==> config.mk <==
export PLATFORM = sky130hd
export DESIGN_NAME = swr_run_ctrl
export DESIGN_NICKNAME = d
export VERILOG_FILES = /design/src/shared/swr_pkg.sv /design/src/verilog/swr_run_ctrl.sv
export SDC_FILE = /design/constraint.sdc
export NUM_CORES = 1
export LEC_CHECK = 0
export ABC_CLOCK_PERIOD_IN_PS = 7100
export BUFFER_PORTS_ARGS = -buffer_cell sky130_fd_sc_hd__buf_2
export CELL_PAD_IN_SITES_DETAIL_PLACEMENT = 0
export CELL_PAD_IN_SITES_GLOBAL_PLACEMENT = 1
export CORE_MARGIN = 4
export CORE_UTILIZATION = 44
export CTS_CLUSTER_SIZE = 28
export DETAILED_ROUTE_END_ITERATION = 12
export MAX_ROUTING_LAYER = met4
export PLACE_DENSITY_LB_ADDON = 0.3
export SYNTH_ARGS = -nofsm -noshare
export SYNTH_HDL_FRONTEND = slang
export SYNTH_SLANG_ARGS = --single-unit
==> constraint.sdc <==
create_clock -name clk_i -period 7.1 [get_ports clk_i]
set_input_delay 1.065 -clock clk_i [delete_from_list [all_inputs] [get_ports clk_i]]
set_output_delay 1.065 -clock clk_i [all_outputs]
set_load 0.005 [all_outputs]
==> src/shared/swr_pkg.sv <==
// package: register map, fields, reset values and types of the standard wave run control
package swr_pkg;

    // ****************************************
    // register offsets (byte addresses)
    // ****************************************
    localparam logic [11:0] CTRL_OFS    = 12'h000;
    localparam logic [11:0] LOOPS_OFS   = 12'h004;
    localparam logic [11:0] PHASE_OFS   = 12'h008;
    localparam logic [11:0] SINC_OFS    = 12'h00c;
    localparam logic [11:0] EXPO_OFS    = 12'h010;
    localparam logic [11:0] CMD_OFS     = 12'h014;
    localparam logic [11:0] STATUS_OFS  = 12'h018;

    // ****************************************
    // control and command field positions
    // ****************************************
    localparam int CTRL_RUN_LSB   = 0;
    localparam int CTRL_ARM_BIT   = 2;
    localparam int CTRL_ENS_LSB   = 3;
    localparam int CTRL_ABS_BIT   = 5;
    localparam int CTRL_INS_LSB   = 6;
    localparam int CTRL_WAV_LSB   = 8;
    localparam int CTRL_OUT_BIT   = 12;

    localparam int CMD_ENABLE_BIT   = 0;
    localparam int CMD_ABORT_BIT    = 1;
    localparam int CMD_INITIATE_BIT = 2;

    // ****************************************
    // reset values and limits
    // ****************************************
    localparam logic [31:0] CTRL_RST   = 32'h0000_1000;
    localparam logic [19:0] LOOPS_RST  = 20'h00001;
    localparam logic [8:0]  PHASE_RST  = 9'h000;
    localparam logic [7:0]  SINC_RST   = 8'h04;
    localparam logic [7:0]  EXPO_RST   = 8'h01;
    localparam logic [19:0] LOOPS_MAX  = 20'hf4240;
    localparam logic [8:0]  PHASE_FULL = 9'h168;
    localparam logic [15:0] LFSR_SEED  = 16'hace1;

    typedef enum logic [1:0] {
        SWR_RUN_CONT = 2'b00,
        SWR_RUN_TRIG = 2'b01,
        SWR_RUN_GATE = 2'b10
    } swr_run_type;

    typedef enum logic [1:0] {
        SWR_SRC_BUS   = 2'b00,
        SWR_SRC_EVENT = 2'b01,
        SWR_SRC_TRIG  = 2'b10,
        SWR_SRC_FP    = 2'b11
    } swr_src_type;

    typedef enum logic [3:0] {
        SWR_WAV_SINE  = 4'h0,
        SWR_WAV_TRI   = 4'h1,
        SWR_WAV_SQR   = 4'h2,
        SWR_WAV_RAMP  = 4'h3,
        SWR_WAV_SINC  = 4'h4,
        SWR_WAV_GAUSS = 4'h5,
        SWR_WAV_EXP   = 4'h6,
        SWR_WAV_DC    = 4'h7,
        SWR_WAV_NOISE = 4'h8
    } swr_wave_type;

    typedef enum logic [2:0] {
        SWR_ST_IDLE  = 3'b000,
        SWR_ST_ARMED = 3'b001,
        SWR_ST_PLAY  = 3'b010,
        SWR_ST_CALC  = 3'b011
    } swr_state_type;

    typedef struct packed {
        logic         active;
        logic         idle_level;
        logic         recompute;
        logic         invert;
        logic         noise_on;
        logic         restart;
        logic         fp_lockout;
        logic [8:0]   start_phase;
        logic [7:0]   sinc_cycles;
        logic [3:0]   wave_sel;
    } swr_gen_ctl_type;

endpackage : swr_pkg

==> src/verilog/swr_run_ctrl.sv <==
// run mode, arming, abort and loop control for built-in standard waveforms
//
// Our own choices: register access over APB and the address map.
`timescale 1ns/100ps
// ****************************************
// Overview of operation
// - continuous mode plays the waveform without pause and needs no initiate event
// - triggered mode holds output until initiate, then plays the programmed loop count and waits again
// - gated mode plays only while the gate input is asserted
// - self-armed configuration starts generation without any enable signal
// - armed configuration waits for an enable from the selected enable source
// - before start the output holds idle level, the first waveform sample
// - the enable signal is ignored unless arm option is armed
// - enable source is remote command, event transition or trigger pulse
// - remote abort stops all output, ignored while self-armed
// - front-panel abort button halts output when selected as abort source
// - initiate source selection starts playout only in triggered mode; gated mode follows the gate pin
// - remote initiate source locks out front-panel operation
// - initiate source is front panel, remote, trigger pulse or event transition
// - each triggered initiate replays the waveform one to one million times
// - sinc spans programmable zero-crossing count, default four; a change during playout forces recompute
// - negative exponent factor produces the inverted exponential shape
// - noise replays a fixed pseudo-random record cyclically until turned off
// - triggered sine and triangle start each playout at programmed start phase
// ****************************************
module swr_run_ctrl #(
    parameter int NOISE_LEN = 1024
) (
    input  wire logic                 clk_i,
    input  wire logic                 sys_rst_i,
    input  wire logic                 psel_i,
    input  wire logic                 penable_i,
    input  wire logic                 pwrite_i,
    input  wire logic [11:0]          paddr_i,
    input  wire logic [31:0]          pwdata_i,
    output logic      [31:0]          prdata_o,
    output logic                      pready_o,
    output logic                      pslverr_o,
    input  wire logic                 trig_i,
    input  wire logic                 event_i,
    input  wire logic                 gate_i,
    input  wire logic                 fp_initiate_i,
    input  wire logic                 fp_abort_i,
    input  wire logic                 wave_end_i,
    input  wire logic                 calc_done_i,
    output swr_pkg::swr_gen_ctl_type  gen_ctl_o,
    output logic      [15:0]          noise_o
);

    // ****************************************
    // pin synchronisers and edge detect
    // ****************************************
    logic [4:0] sync1_ff;
    logic [4:0] sync2_ff;
    logic [4:0] prev_ff;
    logic [4:0] rise;

    always_ff @(posedge clk_i or posedge sys_rst_i) begin
        if (sys_rst_i) begin
            sync1_ff <= 5'h00;
            sync2_ff <= 5'h00;
            prev_ff  <= 5'h00;
        end else begin
            sync1_ff <= {fp_abort_i, fp_initiate_i, gate_i, event_i, trig_i};
            sync2_ff <= sync1_ff;
            prev_ff  <= sync2_ff;
        end
    end

    assign rise = sync2_ff & ~prev_ff;

    logic trig_p;
    logic event_p;
    logic gate_lvl;
    logic fpi_p;
    logic fpa_p;
    assign trig_p   = rise[0];
    assign event_p  = sync2_ff[1] ^ prev_ff[1];
    assign gate_lvl = sync2_ff[2];
    assign fpi_p    = rise[3];
    assign fpa_p    = rise[4];

    // ****************************************
    // registers
    // ****************************************
    logic [31:0] ctrl_ff;
    logic [19:0] loops_ff;
    logic [8:0]  phase_ff;
    logic [7:0]  sinc_ff;
    logic [7:0]  expo_ff;
    logic        wr_en;
    logic        rd_en;
    logic        cmd_en;
    logic        cmd_ab;
    logic        cmd_in;
    logic        sinc_chg;

    assign wr_en  = psel_i & penable_i & pwrite_i;
    assign rd_en  = psel_i & penable_i & ~pwrite_i;
    assign cmd_en = wr_en & (paddr_i == swr_pkg::CMD_OFS) & pwdata_i[swr_pkg::CMD_ENABLE_BIT];
    assign cmd_ab = wr_en & (paddr_i == swr_pkg::CMD_OFS) & pwdata_i[swr_pkg::CMD_ABORT_BIT];
    assign cmd_in = wr_en & (paddr_i == swr_pkg::CMD_OFS) & pwdata_i[swr_pkg::CMD_INITIATE_BIT];
    assign sinc_chg = wr_en & (paddr_i == swr_pkg::SINC_OFS) & (pwdata_i[7:0] != sinc_ff);

    always_ff @(posedge clk_i or posedge sys_rst_i) begin
        if (sys_rst_i) begin
            ctrl_ff  <= swr_pkg::CTRL_RST;
            loops_ff <= swr_pkg::LOOPS_RST;
            phase_ff <= swr_pkg::PHASE_RST;
            sinc_ff  <= swr_pkg::SINC_RST;
            expo_ff  <= swr_pkg::EXPO_RST;
        end else if (wr_en) begin
            case (paddr_i)
                swr_pkg::CTRL_OFS:  ctrl_ff <= {19'h0, pwdata_i[12:0]};
                swr_pkg::LOOPS_OFS: begin
                    // out-of-range counts clamp so a zero never stalls playback
                    if (pwdata_i[19:0] == 20'h0)
                        loops_ff <= 20'h00001;
                    else if (pwdata_i[19:0] > swr_pkg::LOOPS_MAX)
                        loops_ff <= swr_pkg::LOOPS_MAX;
                    else
                        loops_ff <= pwdata_i[19:0];
                end
                swr_pkg::PHASE_OFS: begin
                    if (pwdata_i[8:0] < swr_pkg::PHASE_FULL)
                        phase_ff <= pwdata_i[8:0];
                end
                swr_pkg::SINC_OFS:  sinc_ff <= pwdata_i[7:0];
                swr_pkg::EXPO_OFS:  expo_ff <= pwdata_i[7:0];
                default: ;
            endcase
        end
    end

    swr_pkg::swr_run_type run_mode;
    logic                 armed_cfg;
    swr_pkg::swr_src_type en_src;
    logic                 ab_fp;
    swr_pkg::swr_src_type in_src;
    logic [3:0]           wave_sel;
    logic                 out_on;
    assign run_mode  = swr_pkg::swr_run_type'(ctrl_ff[swr_pkg::CTRL_RUN_LSB +: 2]);
    assign armed_cfg = ctrl_ff[swr_pkg::CTRL_ARM_BIT];
    assign en_src    = swr_pkg::swr_src_type'(ctrl_ff[swr_pkg::CTRL_ENS_LSB +: 2]);
    assign ab_fp     = ctrl_ff[swr_pkg::CTRL_ABS_BIT];
    assign in_src    = swr_pkg::swr_src_type'(ctrl_ff[swr_pkg::CTRL_INS_LSB +: 2]);
    assign wave_sel  = ctrl_ff[swr_pkg::CTRL_WAV_LSB +: 4];
    assign out_on    = ctrl_ff[swr_pkg::CTRL_OUT_BIT];

    // ****************************************
    // event qualification
    // ****************************************
    function automatic logic src_hit(input swr_pkg::swr_src_type s, input logic bus,
                                     input logic ev, input logic tr, input logic fp);
        case (s)
            swr_pkg::SWR_SRC_BUS:   src_hit = bus;
            swr_pkg::SWR_SRC_EVENT: src_hit = ev;
            swr_pkg::SWR_SRC_TRIG:  src_hit = tr;
            default:                src_hit = fp;
        endcase
    endfunction : src_hit

    logic fp_lock;
    logic en_hit;
    logic in_hit;
    logic abort_hit;
    assign fp_lock = (in_src == swr_pkg::SWR_SRC_BUS);
    // enable has no front-panel source; fp code reads as never
    assign en_hit  = armed_cfg & src_hit(en_src, cmd_en, event_p, trig_p, 1'b0);
    assign in_hit  = src_hit(in_src, cmd_in, event_p, trig_p, fpi_p & ~fp_lock);
    assign abort_hit = (ab_fp ? (fpa_p & ~fp_lock) : (cmd_ab & armed_cfg))
                       | ~out_on;

    // ****************************************
    // run state machine
    // ****************************************
    swr_pkg::swr_state_type state_ff;
    swr_pkg::swr_state_type nxt_state;
    logic [19:0]            loop_cnt_ff;
    logic                   playing;
    logic                   gate_ok;

    // gate input acts as gate only in gated mode; a gate-source choice is the gate pin
    assign gate_ok = gate_lvl;

    always_comb begin
        nxt_state = state_ff;
        case (state_ff)
            swr_pkg::SWR_ST_IDLE: begin
                if (!abort_hit) begin
                    if (!armed_cfg || en_hit)
                        nxt_state = swr_pkg::SWR_ST_ARMED;
                end
            end
            swr_pkg::SWR_ST_ARMED: begin
                if (abort_hit)
                    nxt_state = swr_pkg::SWR_ST_IDLE;
                else if (run_mode == swr_pkg::SWR_RUN_CONT)
                    nxt_state = swr_pkg::SWR_ST_PLAY;
                else if (run_mode == swr_pkg::SWR_RUN_TRIG && in_hit)
                    nxt_state = swr_pkg::SWR_ST_PLAY;
                else if (run_mode == swr_pkg::SWR_RUN_GATE && gate_ok)
                    nxt_state = swr_pkg::SWR_ST_PLAY;
            end
            swr_pkg::SWR_ST_PLAY: begin
                if (abort_hit)
                    nxt_state = swr_pkg::SWR_ST_IDLE;
                else if (sinc_chg && wave_sel == swr_pkg::SWR_WAV_SINC)
                    nxt_state = swr_pkg::SWR_ST_CALC;
                else if (run_mode == swr_pkg::SWR_RUN_GATE && !gate_ok)
                    nxt_state = swr_pkg::SWR_ST_ARMED;
                else if (run_mode == swr_pkg::SWR_RUN_TRIG && wave_end_i
                         && loop_cnt_ff == 20'h00001)
                    nxt_state = swr_pkg::SWR_ST_ARMED;
            end
            swr_pkg::SWR_ST_CALC: begin
                if (abort_hit)
                    nxt_state = swr_pkg::SWR_ST_IDLE;
                else if (calc_done_i)
                    nxt_state = swr_pkg::SWR_ST_ARMED;
            end
            default: nxt_state = swr_pkg::SWR_ST_IDLE;
        endcase
    end

    always_ff @(posedge clk_i or posedge sys_rst_i) begin
        if (sys_rst_i)
            state_ff <= swr_pkg::SWR_ST_IDLE;
        else
            state_ff <= nxt_state;
    end

    assign playing = (state_ff == swr_pkg::SWR_ST_PLAY);

    // loop counter reloads on each start of playout
    always_ff @(posedge clk_i or posedge sys_rst_i) begin
        if (sys_rst_i)
            loop_cnt_ff <= swr_pkg::LOOPS_RST;
        else if (nxt_state == swr_pkg::SWR_ST_PLAY && !playing)
            loop_cnt_ff <= loops_ff;
        else if (playing && wave_end_i && loop_cnt_ff != 20'h00001)
            loop_cnt_ff <= loop_cnt_ff - 20'h00001;
    end

    // ****************************************
    // generator controls
    // ****************************************
    logic restart_ff;
    logic recompute_ff;
    always_ff @(posedge clk_i or posedge sys_rst_i) begin
        if (sys_rst_i) begin
            restart_ff   <= 1'b0;
            recompute_ff <= 1'b0;
        end else begin
            restart_ff   <= (nxt_state == swr_pkg::SWR_ST_PLAY) && !playing;
            // one pulse per entry, so the generator starts a single recompute
            recompute_ff <= (nxt_state == swr_pkg::SWR_ST_CALC)
                            && (state_ff != swr_pkg::SWR_ST_CALC);
        end
    end

    logic phase_use;
    assign phase_use = (run_mode == swr_pkg::SWR_RUN_TRIG)
                       && (wave_sel == swr_pkg::SWR_WAV_SINE || wave_sel == swr_pkg::SWR_WAV_TRI);

    always_comb begin
        gen_ctl_o             = '0;
        gen_ctl_o.active      = playing;
        gen_ctl_o.idle_level  = ~playing;
        gen_ctl_o.recompute   = recompute_ff;
        gen_ctl_o.invert      = (wave_sel == swr_pkg::SWR_WAV_EXP) & expo_ff[7];
        gen_ctl_o.noise_on    = playing & (wave_sel == swr_pkg::SWR_WAV_NOISE);
        gen_ctl_o.restart     = restart_ff;
        gen_ctl_o.fp_lockout  = fp_lock;
        gen_ctl_o.start_phase = phase_use ? phase_ff : 9'h000;
        gen_ctl_o.sinc_cycles = sinc_ff;
        gen_ctl_o.wave_sel    = wave_sel;
    end

    // ****************************************
    // noise record
    // ****************************************
    // record is regenerated from a fixed seed, so every lap is identical
    localparam int NIDX_W = $clog2(NOISE_LEN);
    logic [15:0]       lfsr_ff;
    logic [NIDX_W-1:0] nidx_ff;
    always_ff @(posedge clk_i or posedge sys_rst_i) begin
        if (sys_rst_i) begin
            lfsr_ff <= swr_pkg::LFSR_SEED;
            nidx_ff <= '0;
            noise_o <= 16'h0000;
        end else if (!gen_ctl_o.noise_on || nidx_ff == NIDX_W'(NOISE_LEN - 1)) begin
            lfsr_ff <= swr_pkg::LFSR_SEED;
            nidx_ff <= '0;
            noise_o <= gen_ctl_o.noise_on ? lfsr_ff : 16'h0000;
        end else begin
            lfsr_ff <= {lfsr_ff[14:0], lfsr_ff[15] ^ lfsr_ff[13] ^ lfsr_ff[12] ^ lfsr_ff[10]};
            nidx_ff <= nidx_ff + 1'b1;
            noise_o <= lfsr_ff;
        end
    end

    // ****************************************
    // read path
    // ****************************************
    always_ff @(posedge clk_i or posedge sys_rst_i) begin
        if (sys_rst_i)
            prdata_o <= 32'h0000_0000;
        else if (psel_i && !penable_i && !pwrite_i) begin
            case (paddr_i)
                swr_pkg::CTRL_OFS:   prdata_o <= ctrl_ff;
                swr_pkg::LOOPS_OFS:  prdata_o <= {12'h000, loops_ff};
                swr_pkg::PHASE_OFS:  prdata_o <= {23'h0, phase_ff};
                swr_pkg::SINC_OFS:   prdata_o <= {24'h0, sinc_ff};
                swr_pkg::EXPO_OFS:   prdata_o <= {24'h0, expo_ff};
                swr_pkg::STATUS_OFS: prdata_o <= {8'h0, loop_cnt_ff, fp_lock, state_ff};
                default:             prdata_o <= 32'h0000_0000;
            endcase
        end
    end

    logic addr_ok;
    assign addr_ok = (paddr_i[1:0] == 2'b00) && (paddr_i <= swr_pkg::STATUS_OFS);
    assign pready_o  = 1'b1;
    assign pslverr_o = psel_i & penable_i & ~addr_ok;

endmodule : swr_run_ctrl

==> results.yml, run 1 <==
outcome:
  run_status: "finished clean"
grt:
  grt_antenna_before_repair: 0
  grt_start_max_net_pins: 84
  grt_util_all_layers_pct: 21.65
  grt_remaining_overflow: 0
  grt_pass1_vias: 5833
  grt_pass1_wl_um: 31930
worst_hold_path:
  worstHoldPathType: "reg -> reg"
pwr:
  p_leak_nw: 4.181
  pwr_density_cell_mw_per_mm2: 223.7
  power.ir.vdd_worst_uv: 177.5
timing:
  post-route-period-util_pct: 52.80
  timing.clock.skew_ps: 15.17
  worst_slack_ps: 3351
  rsz0062_at_grt: "no"
  max_slew_margin_pct: 34.00
  report.final.hold_viol_count: 0
  totalNegativeSetupSlack_ps: 0
  max_slew.worst_pin.slew_ps: 990.0
  achievable-frequency_mhz: 266.7
  setup_viol: 0
  final.min_clock_period_ps: 3749
  finalMaxSlewViolations: 0
clocking:
  ctsResizeCount: 0
  ctsRootBufferMaster: "clkbuf_16"
  clock_tree.buffer_depth: 2
  cts.sinks: 163
  tritoncts_clock_tree: "done"
  postCtsSetupBuffers: 0
  h_tree_levels: 4
  hold_buffers_post_cts: 0
  worst_skew_pair.late_latency_ps: 440
  cts.reportedPaths.clkPinSlew_ps: 70
  cts-buffers-inserted: 17
place:
  port_buffers: 112
  post-place-cells: 1004
  dp_hpwl_um: 14320
  detailedPlace.worstSlack_ps: 3330
  globalplace.congestion: 0.8958
  placed_cell_area_mm2: 0.008123
drt:
  antenna_violating_nets_post_route: 0
  routed-via-count: 5852
  wl_um: 20030
  viasPerCell: 5.649
  drt-pass1-iter-count: 8
  detail_route.drc_violations: 0
  dr.first_iter.drc_count: 670
  detail_route.wl_per_cell_um: 19.33
synth:
  synth.distinct_cells: 75
  synth-async-reset-ratio_pct: 100.0
  yosys_register_bits: 163
  syn-mean-instance-area_um2: 10.51
  synth-compound-area-share_pct: 12.39
  synth_top_family_by_area: "simple AND/OR/NAND/NOR gates"
  netlist_instances: 713
  yosys.area.top_type_share_pct: 50.09
  synthXorXnorAreaFrac_pct: 4.091
  synth_most_common_cell: "dfrtp_1"
  netlist.top_cell.by_area: "dfrtp_1"
  ys_warn_count: 0
  yosys.area_share.simple_pct: 19.79
  synth-seq-area-share_pct: 54.65
  synth_mux_area_share_pct: 3.456
  synthAdderAreaFrac_pct: 0.5009
  largest_cells_by_area_after_synthesis: "dfrtp_1 (50%), dfstp_2 (4.6%), nand2_1 (4.2%)"
  synth-edff-count: 0
  yosys-top-cells-count: "dfrtp_1 (150), nand2_1 (83), nor2_1 (51), o21ai_0 (45), and2_1 (38)"
  synth_ff_type: "dfrtp_1"
  synth_area_mm2: 0.007493
worst_setup_path:
  critical_path.endpoint_type: "output port"
  critical_path_arrival_ps: 2680
  critical_path.startpoint_type: "input port"
  cp_max_fo: 13
  worstPathRequired_ps: 6030
  timing_worst_setup_path_type: "in -> out"
finish:
  area_growth_syn_to_layout_pct: 16.50
  postLayoutCoreUtil_pct: 52.45
  layout-drive-gt1-share_pct: 25.98
  layout.nets: 862
  layout.filler_cells: 1518
  num_antenna_cells: 0
  final_cell_area_mm2: 0.008730
  post_layout_nonfiller_instances: 1036
floorplanning:
  die_h_um: 138.5
  core_area_mm2: 0.01664
  placement_rows: 47
  initial_utilization_pct: 45.03
  die_width_um: 138.5
  die_area_mm2: 0.01918
  ioPinCount: 134
run:
  max-cap-violations: 0
==> layer usage <==
| metal | vias up | share of wire [%] | track usage [%] |
|---|---|---|---|
| li1 | 2670 | - | - |
| met1 | 2913 | 46 | 29.97 |
| met2 | 232 | 46 | 31.91 |
| met3 | 37 | 6.5 | 5.110 |
| met4 | 0 | 2.2 | 6.604 |
| met5 | - | 0 | - |
==> sequential cells by signal, summed over array words and instances (netlist names), 4 cells and up <==
register / flops
prdata_o: 24
loop_cnt_ff: 20
loops_ff: 20
lfsr_ff: 16
noise_o: 16
ctrl_ff: 13
nidx_ff: 10
phase_ff: 9
expo_ff: 8
sinc_ff: 8
sync1_ff: 5
sync2_ff: 5
prev_ff: 4
==> critical path, stage by stage <==
cell and delay, ps:
buf_2 100, nor4_2 280, nand3_1 530, a31o_2 420, and3_1 160, buf_2 120
==> cell usage in the layout, fill, tap and decap left out, types with 9 or more instances in the layout <==
cell,n
o21ai_0,45
nor2_1,51
dfstp_2,13
a31oi_1,9
conb_1,10
clkbuf_16,17
xor2_1,11
and2_1,38
nand3_1,17
dfrtp_1,150
and3_1,9
mux2_2,20
buf_2,112
nor3_1,13
a222oi_1,13
inv_1,20
nand2_1,83
xnor2_1,24
a21oi_1,19
==> worst paths after layout <==
path	startpoint	endpoint	slack, ps	cells past startpoint
worst max-delay path	paddr_i[6]	pslverr_o	3350	6
worst min-delay path	sync1_ff[1]	sync2_ff[1]	350	0
worst max register to register	loop_cnt_ff[13]	loop_cnt_ff[1]	4470	7
worst min register to register	sync1_ff[1]	sync2_ff[1]	350	0
max in group asynchronous	sys_rst_i	sinc_ff[3]	4840	3
min in group asynchronous	sys_rst_i	sync1_ff[1]	760	2
==> area by class of cell <==
type	count	area [µm²]	area share (%)
clock buffer	17	425.4	4.873
clock inverter	15	181.4	2.078
tap	220	275.3	3.153
timing repair buffer	118	605.6	6.937
multi-input combinational	480	3055	35.00
inverter	23	91.34	1.046
sequential	163	4095	46.91
==> stage by stage <==
step | hold slack (ps) | power, mW
6_report | 349.8 | 1.952
4_1_cts | 352.1 | 1.968
3_5_place_dp | 336.4 | 1.047
3_3_place_gp | 334.0 | 1.045
2_1_floorplan | 331.2 | 1.008
5_1_grt | 357.5 | 2.022
==> report_power, final <==
part / internal [mW] / leakage, nW / switching [mW]
Combinational: 0.0259 / 1.72 / 0.0545
Sequential: 0.940 / 2.17 / 0.00768
Clock: 0.479 / 0.297 / 0.445
==> cells by family (layout without fill, tap and decap cells) <==
logic type / after synthesis / after routing
DFF: 163 / 163
muxes: 23 / 23
AOI/OAI and AO/OA: 136 / 136
and+or+nand+nor: 273 / 273
xor gates and xnor gates: 35 / 35
adders and majority gates: 3 / 3
buffers and inverters: 78 / 173
other: 2 / 10
Note: power is estimated with default switching activity, not from simulation.
==> run 2: changes to the inputs <==
- ABC_AREA: unset -> 1
- ABC_CLOCK_PERIOD_IN_PS: 7100 -> 3100
- CORE_UTILIZATION: 44 -> 38
- clock period: 7.1 -> 3.1 ns (I/O delays scaled with it)
==> run 2 against run 1 <==
Net effect:
- register-to-register slack worse by 3500 ps
- critical path depth is the same
- synthesized cell count is 42% higher
- via count is 20% higher
- die area increased by 25%
- count of clock-buffer cells in the layout grew 2
- critical path type is now reg -> out
- critical endpoint is now gen_ctl_o[15]
- largest cell class unchanged
- largest power group unchanged
==> results.yml, run 2 <==
floorplanning:
  initial_utilization_pct: 38.85
  die_area_mm2: 0.02404
  die_width_um: 155.1
  die_h_um: 155.1
  core_area_mm2: 0.02115
  ioPinCount: 134
  placement_rows: 53
grt:
  grt_start_max_net_pins: 74
  grt_pass1_wl_um: 38140
  grt_remaining_overflow: 0
  grt_pass1_vias: 6849
  grt_util_all_layers_pct: 20.91
  grt_antenna_before_repair: 0
place:
  port_buffers: 112
  globalplace.congestion: 0.8864
  detailedPlace.worstSlack_ps: 689.8
  dp_hpwl_um: 17980
  placed_cell_area_mm2: 0.008965
worst_setup_path:
  path_common_cell: "inv_1"
  crit_path_cell_trace: "inv_1, nand2_1, inv_1, nand3_1, nor2_1, buf_2"
  critical_path.startpoint_type: "flip-flop"
  timing_worst_setup_path_type: "reg -> out"
  cell_with_the_largest_stage_delay_on_the_worst_path: "dfrtp_1"
  rrSetupSlack_ps: 960
  critical_path.endpoint_type: "output port"
  rr_worst_depth: 11
  worstReg2RegStart: "loop_cnt_ff[1]"
  critical_path.reg2reg.endpoint: "loop_cnt_ff[1]"
  worstPathRequired_ps: 2630
  cp_max_fo: 9
  critical_path_arrival_ps: 1970
  crit_start: "ctrl_ff[1]"
  largest_incremental_delay_on_the_critical_path_ps: 410
  endpoint: "gen_ctl_o[15]"
finish:
  layout.filler_cells: 2175
  final_cell_area_mm2: 0.009564
  final_cell_mix: "nand2_1 (245), dfrtp_1 (150), inv_1 (133)"
  area_growth_syn_to_layout_pct: 16.38
  ff_latch_area_mm2: 0.004095
  postLayoutCoreUtil_pct: 45.21
  layout-drive-gt1-share_pct: 18.14
  num_antenna_cells: 0
  final_common_cell: "nand2_1"
  layout.nets: 1176
  largest_register_ffs: 24
  area_of_the_multi_input_gates_mm2: 0.003324
  registers.top_by_ff_count: "prdata_o"
  reg_top3: "prdata_o (24), loop_cnt_ff (20), loops_ff (20)"
pwr:
  power_report.internal_total_mw: 3.627
  seq_power_share_pct: 46.5
  power.share.combinational_pct: 9.9
  share_clk_of_total_power_pct: 43.6
  p_switching_mw: 1.333
  pwr_density_cell_mw_per_mm2: 518.6
  power.ir.vdd_worst_uv: 325.9
  p_leak_nw: 4.949
  power.share.switching_pct: 26.88
timing:
  worst_slack_ps: 668.9
  achievable-frequency_mhz: 411.3
  finalMaxSlewViolations: 0
  totalNegativeSetupSlack_ps: 0
  timing.clock.skew_ps: 8.298
  rsz0062_at_grt: "no"
  setup_viol: 0
  final.min_clock_period_ps: 2431
  max_slew_margin_pct: 54.02
  post-route-period-util_pct: 78.42
  max_slew.worst_pin.slew_ps: 688.2
  final.hold.worst_slack_ps: 143.6
  report.final.hold_viol_count: 0
synth:
  synth-async-reset-ratio_pct: 100.0
  netlist_instances: 1014
  synth_mux_area_share_pct: 0
  largest_cells_by_area_after_synthesis: "dfrtp_1 (46%), nand2_1 (11%), inv_1 (6.1%)"
  synth_area_mm2: 0.008218
  synthAdderAreaFrac_pct: 0.4568
  ys_warn_count: 0
  syn-mean-instance-area_um2: 8.104
  synth-edff-count: 0
  yosys.area_share.simple_pct: 26.89
  yosys_register_bits: 163
  synth_top_family_by_area: "simple AND/OR/NAND/NOR gates"
  netlist.top_cell.by_area: "dfrtp_1"
  synth-seq-area-share_pct: 49.83
  yosys-top-cells-count: "nand2_1 (245), dfrtp_1 (150), inv_1 (134), nor2_1 (104), o21ai_0 (66)"
  synth_most_common_cell: "nand2_1"
  synth.distinct_cells: 47
  synth_ff_type: "dfrtp_1"
  yosys.area.top_type_share_pct: 45.68
  synthXorXnorAreaFrac_pct: 2.878
  synth-compound-area-share_pct: 9.775
drt:
  dr.first_iter.drc_count: 535
  drt-pass1-iter-count: 6
  detail_route.drc_violations: 0
  viasPerCell: 4.988
  routed-via-count: 7008
  wl_um: 23860
  antenna_violating_nets_post_route: 0
  detail_route.wl_per_cell_um: 16.98
worst_hold_path:
  worstHoldPathType: "in -> reg"
clocking:
  h_tree_levels: 4
  cts.sinks: 163
  cts-buffers-inserted: 17
  tritoncts_clock_tree: "done"
  postCtsSetupBuffers: 0
  hold_buffers_post_cts: 0
  worst_skew_pair.late_latency_ps: 420
  cts.reportedPaths.clkPinSlew_ps: 70
  clock_tree.buffer_depth: 2
  ctsRootBufferMaster: "clkbuf_16"
  ctsResizeCount: 0
run:
  max-cap-violations: 0
outcome:
  run_status: "finished clean"
## run 2: cell types whose count changed after synthesis, sizes merged, moves of 17 or more
cell | before | now
nand2 | 83 | 249
inv | 23 | 141
nor2 | 52 | 118
nand3 | 18 | 70
and2 | 38 | 0
o21ai | 47 | 76
mux2 | 23 | 0
nand4 | 8 | 31
o22ai | 0 | 19
clkbuf | 27 | 10
xnor2 | 24 | 7
## run 2: layout make-up
class / instances / share of cell area (%)
clock buffers: 19 / 4.736
clock inverters: 13 / 1.531
inverters: 141 / 5.573
multi-input cells: 671 / 34.76
flip-flops and latches: 163 / 42.82
well taps: 275 / 3.598
repair buffers: 123 / 6.986
## run 2: critical path, delay by kind of cell, from the launching register on
family	cells	cell delay, ps
buffers and inverters	3	460
DFF	1	410
and+or+nand+nor	3	690
## run 2: through the flow
step                std cells  total power [mW]
floorplan                1022             2.651
global placement         1373             2.832
detailed placement       1373             2.838
CTS                      1405             4.985
global route             1405             5.179
finish                   1405             4.960
## run 2: layer usage
layer  vias to the layer above  track usage [%]  wire length, µm
met2                       167            33.78            11670
li1                       3431                -                -
met1                      3386            27.97            10860
met3                        24            3.533             1030
met4                         0            4.458              303
met5                         -                -                0
## run 2: worst min path at each step
| stage | startpoint | slack, ps | cells past startpoint | end |
|---|---|---|---|---|
| finish | gate_i | 140 | 1 | sync1_ff[2] |
| global route | fp_initiate_i | 130 | 1 | sync1_ff[3] |
| CTS | gate_i | 130 | 1 | sync1_ff[2] |
| detailed placement | sync1_ff[3] | 330 | 0 | sync2_ff[3] |
| global placement | sync1_ff[4] | 330 | 0 | sync2_ff[4] |
| floorplan | sync1_ff[0] | 330 | 0 | sync2_ff[0] |
## run 2: logic make-up after synthesis
kind of cell,Yosys count
simple gates,493
buf+inv,188
flops,163
compound gates,138
xor+xnor,27
fa+ha+maj,3
other cells,2
## run 2: power by group through the flow
stage                     Clock, mW  Sequential [mW]  Combinational, mW
after detailed placement          0             2.34              0.494
after floorplan                   0             2.32              0.333
after global routing           2.30             2.32              0.565
after CTS                      2.18             2.31              0.498
after global placement            0             2.34              0.489
final                          2.16             2.31              0.492
==> run 3: changes to the inputs <==
- ABC_CLOCK_PERIOD_IN_PS: 3100 -> 2500
- CORE_UTILIZATION: 38 -> 42
- clock period: 3.1 -> 2.5 ns (I/O delays scaled with it)
==> run 3 against run 2 <==
Net effect:
- global-route usage is 1.8 points higher
- final cell count decreased by 0.57%
- clock power increased by 17%
- sequential cell count unchanged
- sequential share of layout area barely moved
- hold slack lost 88 ps
- setup slack worse by 420 ps
- routed wire length down 0.63%
- die area shrank 9.0%
- clock skew is 1.4 ps lower
==> results.yml, run 3 (synthesis gave the netlist of run 2 again) <==
outcome:
  run_status: "finished clean"
drt:
  dr.first_iter.drc_count: 649
  antenna_violating_nets_post_route: 0
  detail_route.wl_per_cell_um: 16.97
  wirelength_met1_um: 10770
  drt-pass1-iter-count: 5
  wl_um: 23710
  viasPerCell: 5.036
  routed-via-count: 7035
  wl_met3_um: 1263
  met2WireLength_um: 11320
  detail_route.drc_violations: 0
  highest_routed_layer: "met4"
finish:
  final_common_cell: "nand2_1"
  reg_top3: "prdata_o (24), loop_cnt_ff (20), loops_ff (20)"
  final_cell_mix: "nand2_1 (245), dfrtp_1 (150), inv_1 (133)"
  ff_latch_area_mm2: 0.004095
  final_cell_area_mm2: 0.009567
  registers.top_by_ff_count: "prdata_o"
  largest_register_ffs: 24
  area_of_the_multi_input_gates_mm2: 0.003329
  layout.filler_cells: 1883
  area_growth_syn_to_layout_pct: 16.41
  layout-drive-gt1-share_pct: 18.31
  layout.nets: 1182
worst_setup_path:
  largest_incremental_delay_on_the_critical_path_ps: 460
  cell_with_the_largest_stage_delay_on_the_worst_path: "nand3_4"
  worstPathRequired_ps: 2790
  crit_path_cell_trace: "inv_1, nand2_1, nand4_1, nand2_1, nor2_4, nand3_4, nand3_1, nand3_1"
  timing_worst_setup_path_type: "reg -> reg"
  rr_worst_depth: 8
  crit_start: "ctrl_ff[7]"
  critical_path_arrival_ps: 2540
  critical_path.endpoint_type: "flip-flop"
  worstReg2RegStart: "ctrl_ff[7]"
  cp_max_fo: 36
  critical_path.startpoint_type: "flip-flop"
worst_hold_path:
  worstHoldPathType: "in -> reg"
  min_from: "event_i"
  holdPathStages: 1
place:
  dp_hpwl_um: 17740
  detailedPlace.worstSlack_ps: -120.4
  placed_cell_area_mm2: 0.008991
  port_buffers: 112
  globalplace.congestion: 0.9010
floorplanning:
  placement_rows: 50
  die_width_um: 147.9
  ioPinCount: 134
  die_h_um: 147.9
  core_area_mm2: 0.01896
  die_area_mm2: 0.02187
  initial_utilization_pct: 43.35
clocking:
  worst_skew_pair.late_latency_ps: 420
  postCtsSetupBuffers: 0
  clock_tree.buffer_depth: 2
  ctsRootBufferMaster: "clkbuf_16"
  cts.sinks: 163
  cts-buffers-inserted: 17
  h_tree_levels: 4
  hold_buffers_post_cts: 0
  tritoncts_clock_tree: "done"
  cts.reportedPaths.clkPinSlew_ps: 60
  ctsResizeCount: 1
timing:
  totalNegativeSetupSlack_ps: 0
  final.min_clock_period_ps: 2250
  finalMaxSlewViolations: 0
  max_slew_margin_pct: 61.21
  max_slew.worst_pin.slew_ps: 580.2
  post-route-period-util_pct: 90.01
  worst_slack_ps: 249.8
  report.final.hold_viol_count: 0
  setup_viol: 0
  rsz0062_at_grt: "no"
  timing.clock.skew_ps: 6.926
  achievable-frequency_mhz: 444.4
  final.hold.worst_slack_ps: 56.01
run:
  max-cap-violations: 0
grt:
  grt_pass1_vias: 6758
  grt_remaining_overflow: 0
  grt_antenna_before_repair: 1
  grt_pass1_wl_um: 37530
  grt_util_all_layers_pct: 22.69
  grt_start_max_net_pins: 92
pwr:
  finalPower_mw: 5.991
  power.ir.vdd_worst_uv: 471.4
  p_leak_nw: 4.950
  pwr_density_cell_mw_per_mm2: 626.2
==> run 3: cell count changes in the layout (fill, tap and decap cells not counted) <==
cell	delta
buf_4	+6
inv_6	-4
clkbuf_1	+3
clkinv_2	-2
clkinv_4	+2
clkinvlp_4	+2
bufinv_16	-1
diode_2	+1
nor2_2	-1
nor2_4	+1
==> run 3: worst paths after layout <==
check / endpoint / slack [ps]
setup / recovery: loop_cnt_ff[9] / 250
hold / removal: sync1_ff[1] / 60
setup reg to reg: loop_cnt_ff[9] / 250
hold reg to reg: sync2_ff[4] / 350
max in group asynchronous: loop_cnt_ff[0] / 1960
min in group asynchronous: nidx_ff[4] / 100
==> run 3: cell type report <==
class	instances	area share, %
flip-flops and latches	163	42.81
multi-input cells	671	34.80
repair buffers	129	7.455
inverters	141	5.572
clock buffers	22	4.852
well taps	260	3.400
clock inverters	10	1.086
diodes	1	0.02616
==> run 3: metrics by stage <==
step                      util, %  instances
final                       50.47       1397
after global routing        50.47       1397
after CTS                   50.46       1396
after detailed placement    47.43       1364
after global placement      47.43       1364
after floorplan                 -       1022
==> run 3: report_power, final <==
| group | internal, mW | switching, mW |
|---|---|---|
| clock network | 1.43 | 1.08 |
| logic | 0.208 | 0.407 |
| registers | 2.75 | 0.110 |
| total | 4.39 | 1.60 |
==> run 3: metal layers <==
layer	global-route usage, %	up-vias
li1	-	3452
met1	30.59	3357
met2	35.54	199
met3	4.629	27
met4	5.543	0
met5	-	-
==> run 3: critical path, delay by kind of cell (launching register included) <==
family                 cells  cell delay, ps
AND/OR/NAND/NOR            7            1560
buffers and inverters      1             130
flip-flops                 1             430
